**src/verilog/rtcoc_pkg.sv**
```systemverilog
//==============================================================================
// Purpose : Constants and types for the real-time clock oscillator control block
// Assumes : 32-bit AXI4-Lite register access, one word per register
// Notes   : Register byte address is four times the register index
//==============================================================================
// Summary of operation
// - Oscillator control resets zero; bits 2:0 read zero
// - Control bit 7 enables automatic gain control
// - Control bit 6: 0 self-oscillate, 1 crystal
// - Control bit 5 enables doubled oscillator bias
// - Amplitude ok reads 0 without doubled bias
// - Control bit 3 selects internal oscillator, overrides mode
// - Configuration bit 7 enables capacitance stepping, resets 0
// - Settled reads 1 when capacitance reached target or stepping is disabled
// - Configuration bits 3:0 hold capacitance target
// - Configuration bits 5:4 read zero, ignore writes
// - Match-2 flag set by alarm 2, sticky
// - Alarm event when timer equals alarm value
// - Clear timer one cycle after alarm 0
// - Disabling alarm events clears the event flags
package rtcoc_pkg;

   // ===========================================================================
   // Register indices and widths
   localparam int         ADDR_W        = 8;
   localparam int         DATA_W        = 32;
   localparam logic [5:0] IDX_OSC_CTRL  = 6'h05;
   localparam logic [5:0] IDX_OSC_CFG   = 6'h06;
   localparam logic [5:0] IDX_CLK_CFG   = 6'h07;
   localparam logic [5:0] IDX_ALM_CTRL  = 6'h08;
   localparam logic [5:0] IDX_ALARM0    = 6'h09;
   localparam logic [5:0] IDX_ALARM1    = 6'h0A;
   localparam logic [5:0] IDX_ALARM2    = 6'h0B;
   localparam logic [5:0] IDX_IRQ_STAT  = 6'h0C;
   localparam logic [5:0] IDX_IRQ_MASK  = 6'h0D;

   // ===========================================================================
   // Field positions
   localparam int OC_GAIN_BIT    = 7;
   localparam int OC_MODE_BIT    = 6;
   localparam int OC_BIAS_BIT    = 5;
   localparam int OC_AMP_BIT     = 4;
   localparam int OC_LFO_BIT     = 3;
   localparam int CF_AUTO_BIT    = 7;
   localparam int CF_SETTLED_BIT = 6;
   localparam int CC_FLAG_LSB    = 4;
   localparam int CC_CLR_BIT     = 3;
   localparam int AC_EVENTS_BIT  = 0;
   localparam int IS_SETTLED_BIT = 3;

   // ===========================================================================
   // Reset values and encodings
   localparam logic [3:0] OSC_CTRL_RST  = 4'h0;
   localparam logic [3:0] LOAD_CAP_RST  = 4'h0;
   localparam logic [3:0] CLK_CFG_RST   = 4'h0;
   localparam logic [3:0] IRQ_MASK_RST  = 4'h0;
   localparam logic [1:0] RESP_OKAY     = 2'h0;
   localparam logic [1:0] RESP_SLVERR   = 2'h2;
   localparam logic [1:0] SRC_SELF      = 2'h0;
   localparam logic [1:0] SRC_XTAL      = 2'h1;
   localparam logic [1:0] SRC_LFO       = 2'h2;

   // ===========================================================================
   // Timing
   localparam int CLK_PERIOD_NS   = 10;
   localparam int CLEAR_DELAY_CYC = 1;

   // ===========================================================================
   // Carriers
   typedef struct packed {
      logic gain_ctrl_en;
      logic osc_source_mode;
      logic bias_double_en;
      logic internal_lfo_select;
   } rtcoc_osc_ctrl_t;

   typedef struct packed {
      logic [1:0]  resp;
      logic [31:0] data;
   } rtcoc_rd_t;

endpackage

```
**src/verilog/rtcoc_top.sv**
```systemverilog
//==============================================================================
// Purpose : Oscillator control, load capacitance stepping and alarm flags
// Assumes : Single clock, synchronous inputs, AXI4-Lite slave
// Notes   : Timer value comes from outside; clear request goes back out
//==============================================================================
`timescale 1ns/1ps
`default_nettype none

module rtcoc_top
   import rtcoc_pkg::*;
(
   // Clock, reset, enable
   input  wire logic              clk_sys_i,
   input  wire logic              rst_i,
   input  wire logic              ce_i,
   // AXI4-Lite write address and data
   input  wire logic [ADDR_W-1:0] s_axi_awaddr_i,
   input  wire logic              s_axi_awvalid_i,
   output var  logic              s_axi_awready_o,
   input  wire logic [DATA_W-1:0] s_axi_wdata_i,
   input  wire logic [3:0]        s_axi_wstrb_i,
   input  wire logic              s_axi_wvalid_i,
   output var  logic              s_axi_wready_o,
   // AXI4-Lite write response
   output var  logic [1:0]        s_axi_bresp_o,
   output var  logic              s_axi_bvalid_o,
   input  wire logic              s_axi_bready_i,
   // AXI4-Lite read
   input  wire logic [ADDR_W-1:0] s_axi_araddr_i,
   input  wire logic              s_axi_arvalid_i,
   output var  logic              s_axi_arready_o,
   output var  logic [DATA_W-1:0] s_axi_rdata_o,
   output var  logic [1:0]        s_axi_rresp_o,
   output var  logic              s_axi_rvalid_o,
   input  wire logic              s_axi_rready_i,
   // Oscillator
   input  wire logic              amplitude_detect_i,
   output var  logic              gain_ctrl_en_o,
   output var  logic              bias_double_en_o,
   output var  logic              lfo_enable_o,
   output var  logic [1:0]        clk_src_o,
   output var  logic [3:0]        load_cap_applied_o,
   // Timer
   input  wire logic [31:0]       timer_value_i,
   output var  logic              timer_clear_o,
   // Interrupt
   output var  logic              irq_o
);

   // ===========================================================================
   // Functions
   function automatic logic [5:0] idx_of(input logic [ADDR_W-1:0] a);
      idx_of = a[7:2];
   endfunction

   function automatic logic mapped(input logic [5:0] i);
      mapped = (i >= IDX_OSC_CTRL) && (i <= IDX_IRQ_MASK);
   endfunction

   function automatic logic [31:0] merge(input logic [31:0] old_v,
                                         input logic [31:0] new_v,
                                         input logic [3:0]  strb);
      merge = old_v;
      for (int b = 0; b < 4; b++)
      begin
         if (strb[b])
         begin
            merge[8*b +: 8] = new_v[8*b +: 8];
         end
      end
   endfunction

   // ===========================================================================
   // State
   logic            awready_r, wready_r, bvalid_r, arready_r, rvalid_r;
   logic [1:0]      bresp_r;
   rtcoc_rd_t       rd_r;
   logic [5:0]      wr_idx_r;
   logic [31:0]     wdata_r;
   logic [3:0]      wstrb_r;
   rtcoc_osc_ctrl_t ctrl_r;
   logic            amp_ok_r;
   logic            auto_step_r;
   logic [3:0]      target_r, applied_r;
   logic [3:0]      clk_cfg_r;
   logic [2:0]      flag_r;
   logic            events_en_r;
   logic [31:0]     alarm_r [3];
   logic [2:0]      match_d_r;
   logic            settled_d_r;
   logic [3:0]      stat_r, mask_r;
   logic [1:0]      clk_src_r;
   logic            clr_r, irq_r;

   // ===========================================================================
   // Bus decode
   wire logic        aw_take  = s_axi_awvalid_i & awready_r;
   wire logic        w_take   = s_axi_wvalid_i & wready_r;
   wire logic        wr_fire  = ~awready_r & ~wready_r & ~bvalid_r;
   wire logic        b_take   = bvalid_r & s_axi_bready_i;
   wire logic        ar_take  = s_axi_arvalid_i & arready_r;
   wire logic        r_take   = rvalid_r & s_axi_rready_i;
   wire logic [5:0]  ar_idx   = idx_of(s_axi_araddr_i);
   wire logic        wr_ok    = wr_fire & mapped(wr_idx_r);
   wire logic        wr_lane0 = wr_fire & wstrb_r[0];
   wire logic        wr_ctrl  = wr_lane0 & (wr_idx_r == IDX_OSC_CTRL);
   wire logic        wr_cfg   = wr_lane0 & (wr_idx_r == IDX_OSC_CFG);
   wire logic        wr_clk   = wr_lane0 & (wr_idx_r == IDX_CLK_CFG);
   wire logic        wr_alm   = wr_lane0 & (wr_idx_r == IDX_ALM_CTRL);
   wire logic        wr_mask  = wr_lane0 & (wr_idx_r == IDX_IRQ_MASK);
   wire logic        stat_rd  = ar_take & (ar_idx == IDX_IRQ_STAT);

   // ===========================================================================
   // Alarm matching and flags
   wire logic [2:0] match_now;
   wire logic [2:0] alarm_ev;
   wire logic [2:0] flag_clr   = wr_clk ? ~wdata_r[CC_FLAG_LSB +: 3] : 3'h0;
   wire logic [2:0] flag_nxt   = events_en_r ? ((flag_r & ~flag_clr) | alarm_ev)
                                             : 3'h0;
   wire logic       clr_en     = clk_cfg_r[CC_CLR_BIT];

   for (genvar n = 0; n < 3; n++)
   begin : g_match
      assign match_now[n] = events_en_r & clk_cfg_r[n] & (timer_value_i == alarm_r[n]);
   end
   assign alarm_ev = match_now & ~match_d_r;

   // ===========================================================================
   // Load capacitance
   wire logic cap_equal    = (applied_r == target_r);
   wire logic cap_settled  = ~auto_step_r | cap_equal;
   wire logic [3:0] applied_nxt =
      ~auto_step_r             ? target_r :
      (applied_r < target_r)   ? applied_r + 4'h1 :
      (applied_r > target_r)   ? applied_r - 4'h1 : applied_r;

   // ===========================================================================
   // Interrupt status
   wire logic [3:0] ev_vec   = {cap_settled & ~settled_d_r, alarm_ev};
   wire logic [3:0] stat_nxt = (stat_r & ~{4{stat_rd}}) | ev_vec;

   // ===========================================================================
   // Read data selection
   wire logic [7:0] ctrl_rd = {ctrl_r.gain_ctrl_en, ctrl_r.osc_source_mode,
                               ctrl_r.bias_double_en, amp_ok_r & ctrl_r.bias_double_en,
                               ctrl_r.internal_lfo_select, 3'h0};
   wire logic [7:0] cfg_rd  = {auto_step_r, cap_settled, 2'h0, target_r};
   wire logic [7:0] clk_rd  = {1'h0, flag_r, clk_cfg_r};
   wire logic [31:0] rd_word =
      (ar_idx == IDX_OSC_CTRL) ? {24'h0, ctrl_rd} :
      (ar_idx == IDX_OSC_CFG)  ? {24'h0, cfg_rd} :
      (ar_idx == IDX_CLK_CFG)  ? {24'h0, clk_rd} :
      (ar_idx == IDX_ALM_CTRL) ? {31'h0, events_en_r} :
      (ar_idx == IDX_ALARM0)   ? alarm_r[0] :
      (ar_idx == IDX_ALARM1)   ? alarm_r[1] :
      (ar_idx == IDX_ALARM2)   ? alarm_r[2] :
      (ar_idx == IDX_IRQ_STAT) ? {28'h0, stat_r} :
      (ar_idx == IDX_IRQ_MASK) ? {28'h0, mask_r} : 32'h0;

   // ===========================================================================
   // AXI write channel
   always_ff @(posedge clk_sys_i)
   begin
      if (rst_i)
      begin
         awready_r <= 1'b1;
         wready_r  <= 1'b1;
         bvalid_r  <= 1'b0;
         bresp_r   <= RESP_OKAY;
         wr_idx_r  <= 6'h00;
         wdata_r   <= 32'h0;
         wstrb_r   <= 4'h0;
      end
      else if (ce_i)
      begin
         if (aw_take)
         begin
            awready_r <= 1'b0;
            wr_idx_r  <= idx_of(s_axi_awaddr_i);
         end
         if (w_take)
         begin
            wready_r <= 1'b0;
            wdata_r  <= s_axi_wdata_i;
            wstrb_r  <= s_axi_wstrb_i;
         end
         if (wr_fire)
         begin
            bvalid_r <= 1'b1;
            bresp_r  <= wr_ok ? RESP_OKAY : RESP_SLVERR;
         end
         if (b_take)
         begin
            bvalid_r  <= 1'b0;
            awready_r <= 1'b1;
            wready_r  <= 1'b1;
         end
      end
   end

   // ===========================================================================
   // AXI read channel
   always_ff @(posedge clk_sys_i)
   begin
      if (rst_i)
      begin
         arready_r <= 1'b1;
         rvalid_r  <= 1'b0;
         rd_r      <= '0;
      end
      else if (ce_i)
      begin
         if (ar_take)
         begin
            arready_r <= 1'b0;
            rvalid_r  <= 1'b1;
            rd_r.data <= rd_word;
            rd_r.resp <= mapped(ar_idx) ? RESP_OKAY : RESP_SLVERR;
         end
         else if (r_take)
         begin
            arready_r <= 1'b1;
            rvalid_r  <= 1'b0;
         end
      end
   end

   // ===========================================================================
   // Oscillator control and configuration
   always_ff @(posedge clk_sys_i)
   begin
      if (rst_i)
      begin
         ctrl_r      <= OSC_CTRL_RST;
         amp_ok_r    <= 1'b0;
         auto_step_r <= 1'b0;
         target_r    <= LOAD_CAP_RST;
         applied_r   <= LOAD_CAP_RST;
         settled_d_r <= 1'b1;
         clk_src_r   <= SRC_SELF;
      end
      else if (ce_i)
      begin
         if (wr_ctrl)
         begin
            ctrl_r <= {wdata_r[OC_GAIN_BIT], wdata_r[OC_MODE_BIT],
                       wdata_r[OC_BIAS_BIT], wdata_r[OC_LFO_BIT]};
         end
         if (wr_cfg)
         begin
            auto_step_r <= wdata_r[CF_AUTO_BIT];
            target_r    <= wdata_r[3:0];
         end
         amp_ok_r    <= amplitude_detect_i & ctrl_r.bias_double_en;
         applied_r   <= applied_nxt;
         settled_d_r <= cap_settled;
         clk_src_r   <= ctrl_r.internal_lfo_select ? SRC_LFO :
                        ctrl_r.osc_source_mode     ? SRC_XTAL : SRC_SELF;
      end
   end

   // ===========================================================================
   // Alarm configuration, flags and timer clear
   always_ff @(posedge clk_sys_i)
   begin
      if (rst_i)
      begin
         clk_cfg_r   <= CLK_CFG_RST;
         flag_r      <= 3'h0;
         events_en_r <= 1'b0;
         match_d_r   <= 3'h0;
         clr_r       <= 1'b0;
         for (int n = 0; n < 3; n++)
         begin
            alarm_r[n] <= 32'h0;
         end
      end
      else if (ce_i)
      begin
         if (wr_clk)
         begin
            clk_cfg_r <= wdata_r[3:0];
         end
         if (wr_alm)
         begin
            events_en_r <= wdata_r[AC_EVENTS_BIT];
         end
         for (int n = 0; n < 3; n++)
         begin
            if (wr_fire && (wr_idx_r == IDX_ALARM0 + 6'(n)))
            begin
               alarm_r[n] <= merge(alarm_r[n], wdata_r, wstrb_r);
            end
         end
         flag_r    <= flag_nxt;
         match_d_r <= match_now;
         clr_r     <= alarm_ev[0] & clr_en;
      end
   end

   // ===========================================================================
   // Interrupt status and mask
   always_ff @(posedge clk_sys_i)
   begin
      if (rst_i)
      begin
         stat_r <= 4'h0;
         mask_r <= IRQ_MASK_RST;
         irq_r  <= 1'b0;
      end
      else if (ce_i)
      begin
         stat_r <= stat_nxt;
         if (wr_mask)
         begin
            mask_r <= wdata_r[3:0];
         end
         irq_r <= |(stat_r & mask_r);
      end
   end

   // ===========================================================================
   // Outputs
   assign s_axi_awready_o    = awready_r;
   assign s_axi_wready_o     = wready_r;
   assign s_axi_bvalid_o     = bvalid_r;
   assign s_axi_bresp_o      = bresp_r;
   assign s_axi_arready_o    = arready_r;
   assign s_axi_rvalid_o     = rvalid_r;
   assign s_axi_rdata_o      = rd_r.data;
   assign s_axi_rresp_o      = rd_r.resp;
   assign gain_ctrl_en_o     = ctrl_r.gain_ctrl_en;
   assign bias_double_en_o   = ctrl_r.bias_double_en;
   assign lfo_enable_o       = ctrl_r.internal_lfo_select;
   assign clk_src_o          = clk_src_r;
   assign load_cap_applied_o = applied_r;
   assign timer_clear_o      = clr_r;
   assign irq_o              = irq_r;
endmodule

`default_nettype wire

```
**config.mk**
```make
export PLATFORM = sky130hd
export DESIGN_NAME = rtcoc_top
export DESIGN_NICKNAME = d
export VERILOG_FILES = /design/src/verilog/rtcoc_pkg.sv /design/src/verilog/rtcoc_top.sv
export SDC_FILE = /design/constraint.sdc
export NUM_CORES = 1
export LEC_CHECK = 0
export ABC_CLOCK_PERIOD_IN_PS = 3000
export BUFFER_PORTS_ARGS = -buffer_cell sky130_fd_sc_hd__buf_2
export CAP_MARGIN = 10
export CORE_MARGIN = 8
export CORE_UTILIZATION = 25
export CTS_CLUSTER_SIZE = 14
export DETAILED_ROUTE_END_ITERATION = 8
export HOLD_SLACK_MARGIN = 0.1
export MAX_ROUTING_LAYER = met4
export PLACE_DENSITY = 0.37
export SLEW_MARGIN = 40
export SYNTH_ARGS = -nofsm -noshare
export SYNTH_HDL_FRONTEND = slang
export SYNTH_SLANG_ARGS = --single-unit
```
**constraint.sdc**
```tcl
create_clock -name clk_sys_i -period 3 [get_ports clk_sys_i]
set_input_delay 0.3 -clock clk_sys_i [delete_from_list [all_inputs] [get_ports clk_sys_i]]
set_output_delay 0.3 -clock clk_sys_i [all_outputs]
set_load 0.02 [all_outputs]
```
---- After elaboration in Yosys (flattened, before gate mapping) ----
Memories as Yosys holds them, arrays and structs flattened.
Index checks and enable logic that the tools add are counted.
operators by class
  add/sub/neg operators ................... 2
  order comparisons ....................... 6
  eq/ne operators ......................... 22
  multiplexer cells ....................... 93
  bitwise operators ....................... 44
  reduce and logical (&&, ||, !) cells .... 24
operators with widths
  operator               number
  $mux W8                48
  $mux W32               10
  $eq A32 B32 Y1         3
  $eq A6 B4 Y1 const B   11
  $eq A6 B3 Y1 const B   6
  $reduce_and A2 Y1      14
  $and A1 B1 Y1          25
  $mux W1                25
  $mux W4                5
  $ge A6 B3 Y1 const B   2
  $le A6 B4 Y1 const B   2
  $not A3 Y3             3
  $and A4 B4 Y4          2
  $reduce_bool A2 Y1     4
  $and A3 B3 Y3          2
  $mux W2                3
  $mux W3                2
  $logic_and A1 B1 Y1    5
  $not A1 Y1             5
  $add A4 B1 Y4 const B  1
  $eq A4 B4 Y1           1
  $gt A4 B4 Y1           1
  $lt A4 B4 Y1           1
  $not A4 Y4             1
  6 further kinds        9
storage, ports and cells
  flip-flop bits (word level) ............. 121
  bits in writable memories ............... 96
  input bits .............................. 93
  output and inout port bits .............. 52
  logic and storage cells ................. 221
  memories ................................ 1
memory list
  name     depth  bits a word  rd ports  clocked after Yosys merged registers in  write ports  RTL line         text
  alarm_r  3      32           3         0                                        3            rtcoc_top.sv:88  logic [31:0] alarm_r [3];

---- Depth between registers and ports, before layout ----
  word-level depth ........................ 10
  depth in mapped cells ................... 11
  depth with buffers taken out ............ 11

---- Least setup slack after synthesis ----
OpenSTA, ideal clock, no wires.
  path kind ............................... reg2reg
  start ................................... register applied_r[1] (netlist: load_cap_applied_o[1])
  end ..................................... register applied_r[3] (netlist: load_cap_applied_o[3])
  setup time .............................. 0.122 ns
  arrival time ............................ 2.171 ns
  required time ........................... 2.878 ns
  slack ................................... 0.707 ns
  cell stages (with the launch flop) ...... 11
  path buffers ............................ 0
  period minus slack after synthesis ...... 2.293 ns
  cells stage by stage .................... dfxtp_1 ha_1 nor2b_1 o211ai_1 nand2_1 ha_1 a21o_1 a21oi_1 xnor2_1 xnor2_1 o21ai_0
between the ends
  cells in the longest elaborated chain, start to end .. 4
  elaborated cells on any way between the ends .. 9
  those cells by class .................... add/sub (2); order compare (2); eq/ne (1); mux (3); reduce/logical (1)
ends and longest elaborated chain
  element                 RTL line          text
  from (decl)             rtcoc_top.sv:84   logic [3:0] target_r, applied_r;
  from (signal assigned)  rtcoc_top.sv:255  applied_r <= applied_nxt;
  $sub A4 B1 Y4           rtcoc_top.sv:135  (applied_r > target_r) ? applied_r - 4'h1 : applied_r;
  $mux W4                 rtcoc_top.sv:135
  $mux W4                 rtcoc_top.sv:134  (applied_r < target_r) ? applied_r + 4'h1 :
  $mux W4                 rtcoc_top.sv:133  ~auto_step_r ? target_r :
Several ways; a longest one is shown, not always the timed one. The select of a mux whose other input is x is not followed.
A chain may end at the register's enable or synchronous reset.

==> results.txt <==
The number of vias per cell after detailed routing is between 4 and 5. The setup TNS after final layout came out at 0 ps. The number of nets still failing antenna checks after routing came out at 0. The share of flip-flops with an asynchronous set or reset after synthesis came out at 0%. The biggest cell delay along the critical path came out at ~560 ps. STA classifies the critical path endpoint as a flop. The maximum VDD drop came out at 0.361 mV. Dividing the detail-routed wire length by the instance count gives 21.2 um.

Setup violations remaining at the end of the flow were counted as 0. In the layout the commonest cells are buf_2, dfxtp_1, nand2_1, edfxtp_1, nor2_1. The clock insertion delay at the later pin of the skew report came out at about 560 ps. Setup repair after global routing left no endpoint under its margin. The slack of the worst reg-to-reg path came out at around 600 ps.

The remaining routing DRC violations came out at 0. Among cell families on the critical path, the largest total delay comes from compound AO/OA/AOI/OAI gates. In the synthesized netlist the dominant register cell turns out to be dfxtp_1.

The share of layout cells above drive strength 1 came out at just over 20%. The number of nets in the layout is 1242. The number of logic stages on the critical path including buffering came out at 4. The initial standard-cell utilization of the core came out at around a quarter. In this run the worst hold path is classified as input port to flop.

The worst-margin pin slew is 797 ps. The TritonCTS clock tree is done. The number of cells on the worst reg-to-reg path came out at 4. The top cell type's share of synthesized area is roughly 29%.

After synthesis, the cell types taking the most area are edfxtp_1, dfxtp_1, xnor2_1. The max-slew violation total from the final report is 0. The count of clock tree sinks is 215. Between clock sinks in the finished design, the worst skew comes to 38.4 ps. The headroom to the max-slew limit came out at between 40% and 50%.

The DRC violation total after the first TritonRoute iteration came out at about 420. The library cell used most frequently in the layout, excluding fill and tap cells, is buf_2. Counting both buffers and inverters, the worst setup path holds a total of 0. The max-capacitance violation count is 0. The overall track demand over capacity in global routing is 15.3%.

The number of distinct standard cells referenced by the synthesized netlist is 67. The final cycle utilization of the critical path is approximately four fifths. Summing all flip-flop and latch instances after layout gives around 5300 um^2. The critical path is of the flop to flop type. The static leakage is 4.95 nW. The instance area after placement is approximately 11000 um^2. Each instance of the synthesized netlist takes up on average about 10 um^2. The multi-input combinational cells in the finished layout cover a total of 4470 um^2.

The clock period could shrink to roughly 2400 ps. The run finished with clean final reports. The die area is roughly 47000 um^2. The startpoint identified for the worst register-to-register timing path is s_axi_bvalid_o. Once layout is complete, the utilization of the core stands at between 30% and 40%. The kind of start point of the critical path is a flop. After synthesis the netlist holds a flip-flop and latch count of between 200 and 250.

Input and output buffers added on the ports amount to between 100 and 150. The number of H-tree levels came out at 1. The root buffer selected by CTS is clkbuf_16.

The maximum clock path buffer count is 3. The die outline width is around 220 um. STA puts the critical path data required time at roughly 3200 ps. The number of rows created at floorplan is 73. Summing internal, switching and leakage power gives between 7 and 8 mW. The number of CTS-inserted buffers came out at 26. Data arrives at the worst endpoint at about 2600 ps.

Summed over all instances, the cell type with the most area after synthesis is edfxtp_1. The worst hold slack came out at about 160 ps. The part of the Yosys area used for sequential elements is between 50% and 60%. The pin count of the biggest net entering global routing came out at 72. The first global-routing pass estimated about 53 mm of wire.

The worst register-to-register path ends at alarm_r[0][63]. The die boundary height came out at around 220 um. Yosys printed 0 warnings. The via count of the first global-routing pass is 7911.

The initial antenna violation count came out at 1. Summed over all layers, the global routing overflow is 0. The number of inserted diodes came out at 0.

Once layout is complete, the cells apart from fillers number about 1700. The critical path goes through nor4b_4, nand4b_2, o21bai_1, o21a_1. The number of gates resized after CTS was 0. The maximum clock frequency is ~420 MHz. The number of synthesized flops with an enable pin came out at 96. Compared with the post-synthesis result, the final layout area differs by 26.2%.

The count of TritonRoute iterations in the first routing pass is 5. The post-synth design cell area came out at between 10000 and 15000 um^2. The hold violation total from the final report came out at 0. Counting the fill cells in the layout gives between 4000 and 5000.

Counting tap cells, the placed design contains a total of approximately 1600 instances. The clock-pin slew reported for the worst setup and hold paths after clock tree synthesis is 60 ps. The largest individual stage delay along the critical path comes from the cell o21a_1.

Hold repair after CTS inserted 48 buffers. Power spread over the standard cell area amounts to about 570 nW/um^2. The number of vias in the routed layout is around 7800. The estimated wirelength of the detail-placed design came out at ~27 mm. The last weighted congestion value of the routability-driven placer is just under 0.8. The number of setup buffers added after CTS is 0. The total area inside the core boundary comes to 39700 um^2. The top fanout value on the critical path came out at 8. The critical path ends at alarm_r[0][63]. The pre-CTS setup slack came out at ~550 ps. Wires add up to between 30 and 40 mm. The number of standard cells after synthesis is slightly below 1000. The launching instance or port of the critical path is s_axi_bvalid_o. The number of top-level design ports came out at between 100 and 150.

The post-layout worst setup margin is ~600 ps. The cell area after layout is 12700 um^2.
==> Yosys cell counts, drive strengths merged (9+ instances only) <==
library cell    n
xnor2          56
mux2           30
and2           32
nand3          13
a22oi          34
nand2b         19
nand4          22
buf            14
nor4           12
xor2           33
o21a            9
clkbuf         39
a22o           22
dfxtp         119
edfxtp         96
o21ai          18
a21oi          57
nor3           14
inv            19
nand2         112
nor2           72
mux2i          36
==> layout make-up <==
type	count	area share, %
clock buffers	29	5.21
well taps	525	5.17
clock inverters	19	1.84
flip-flops and latches	215	41.5
multi-input cells	675	35.2
inverters	19	0.562
repair buffers	205	10.6
==> state kept, by name, summed over array words and instances, names as in the netlist, 2 cells and up <==
signal              cells
mask_r                  4
wr_idx_r                6
wstrb_r                 4
clk_src_o               2
clk_cfg_r               4
stat_r                  4
alarm_r                96
s_axi_rdata_o          32
target_r                4
flag_r                  3
match_d_r               3
wdata_r                32
load_cap_applied_o      4
==> layer usage <==
layer	track usage, %	wire length, um	up-vias	part of all wire (%)
li1	-	-	3812	-
met1	20.9	17500	3758	49
met2	23.8	16400	167	46
met3	1.94	1280	41	3.6
met4	3.88	688	0	1.9
met5	-	0	-	0
==> cell families (layout without fill, tap and decap cells) <==
kind of cell / Yosys count / after routing / share of synthesized area, %
flip-flops: 215 / 215 / 52.3
buffers and inverters: 72 / 272 / 3.32
adder cells (fa/ha/maj): 7 / 7 / 0.945
other: 1 / 2 / 0.0373
AND/OR/NAND/NOR: 326 / 326 / 16.2
multiplexers: 66 / 66 / 6.94
XOR/XNOR: 89 / 89 / 7.75
AO/OA/AOI/OAI: 185 / 185 / 12.5
==> worst min-delay path by stage <==
stage                     cells after the start           end         start
after CTS                                     2   wr_idx_r[0]         rst_i
after global placement                        1  match_d_r[0]  match_d_r[0]
final                                         2   wr_idx_r[0]         rst_i
after detailed placement                      1  match_d_r[0]  match_d_r[0]
after floorplan                               1  match_d_r[0]  match_d_r[0]
after global routing                          2   wr_idx_r[2]         rst_i
==> power by group <==
group          total (mW)  internal (mW)  switching [mW]  leakage (nW)
clock                3.30           2.02            1.28         0.429
sequential           3.21           3.14          0.0724          1.95
combinational       0.679          0.278           0.401          2.56
Power figures use the tool's default switching activity.
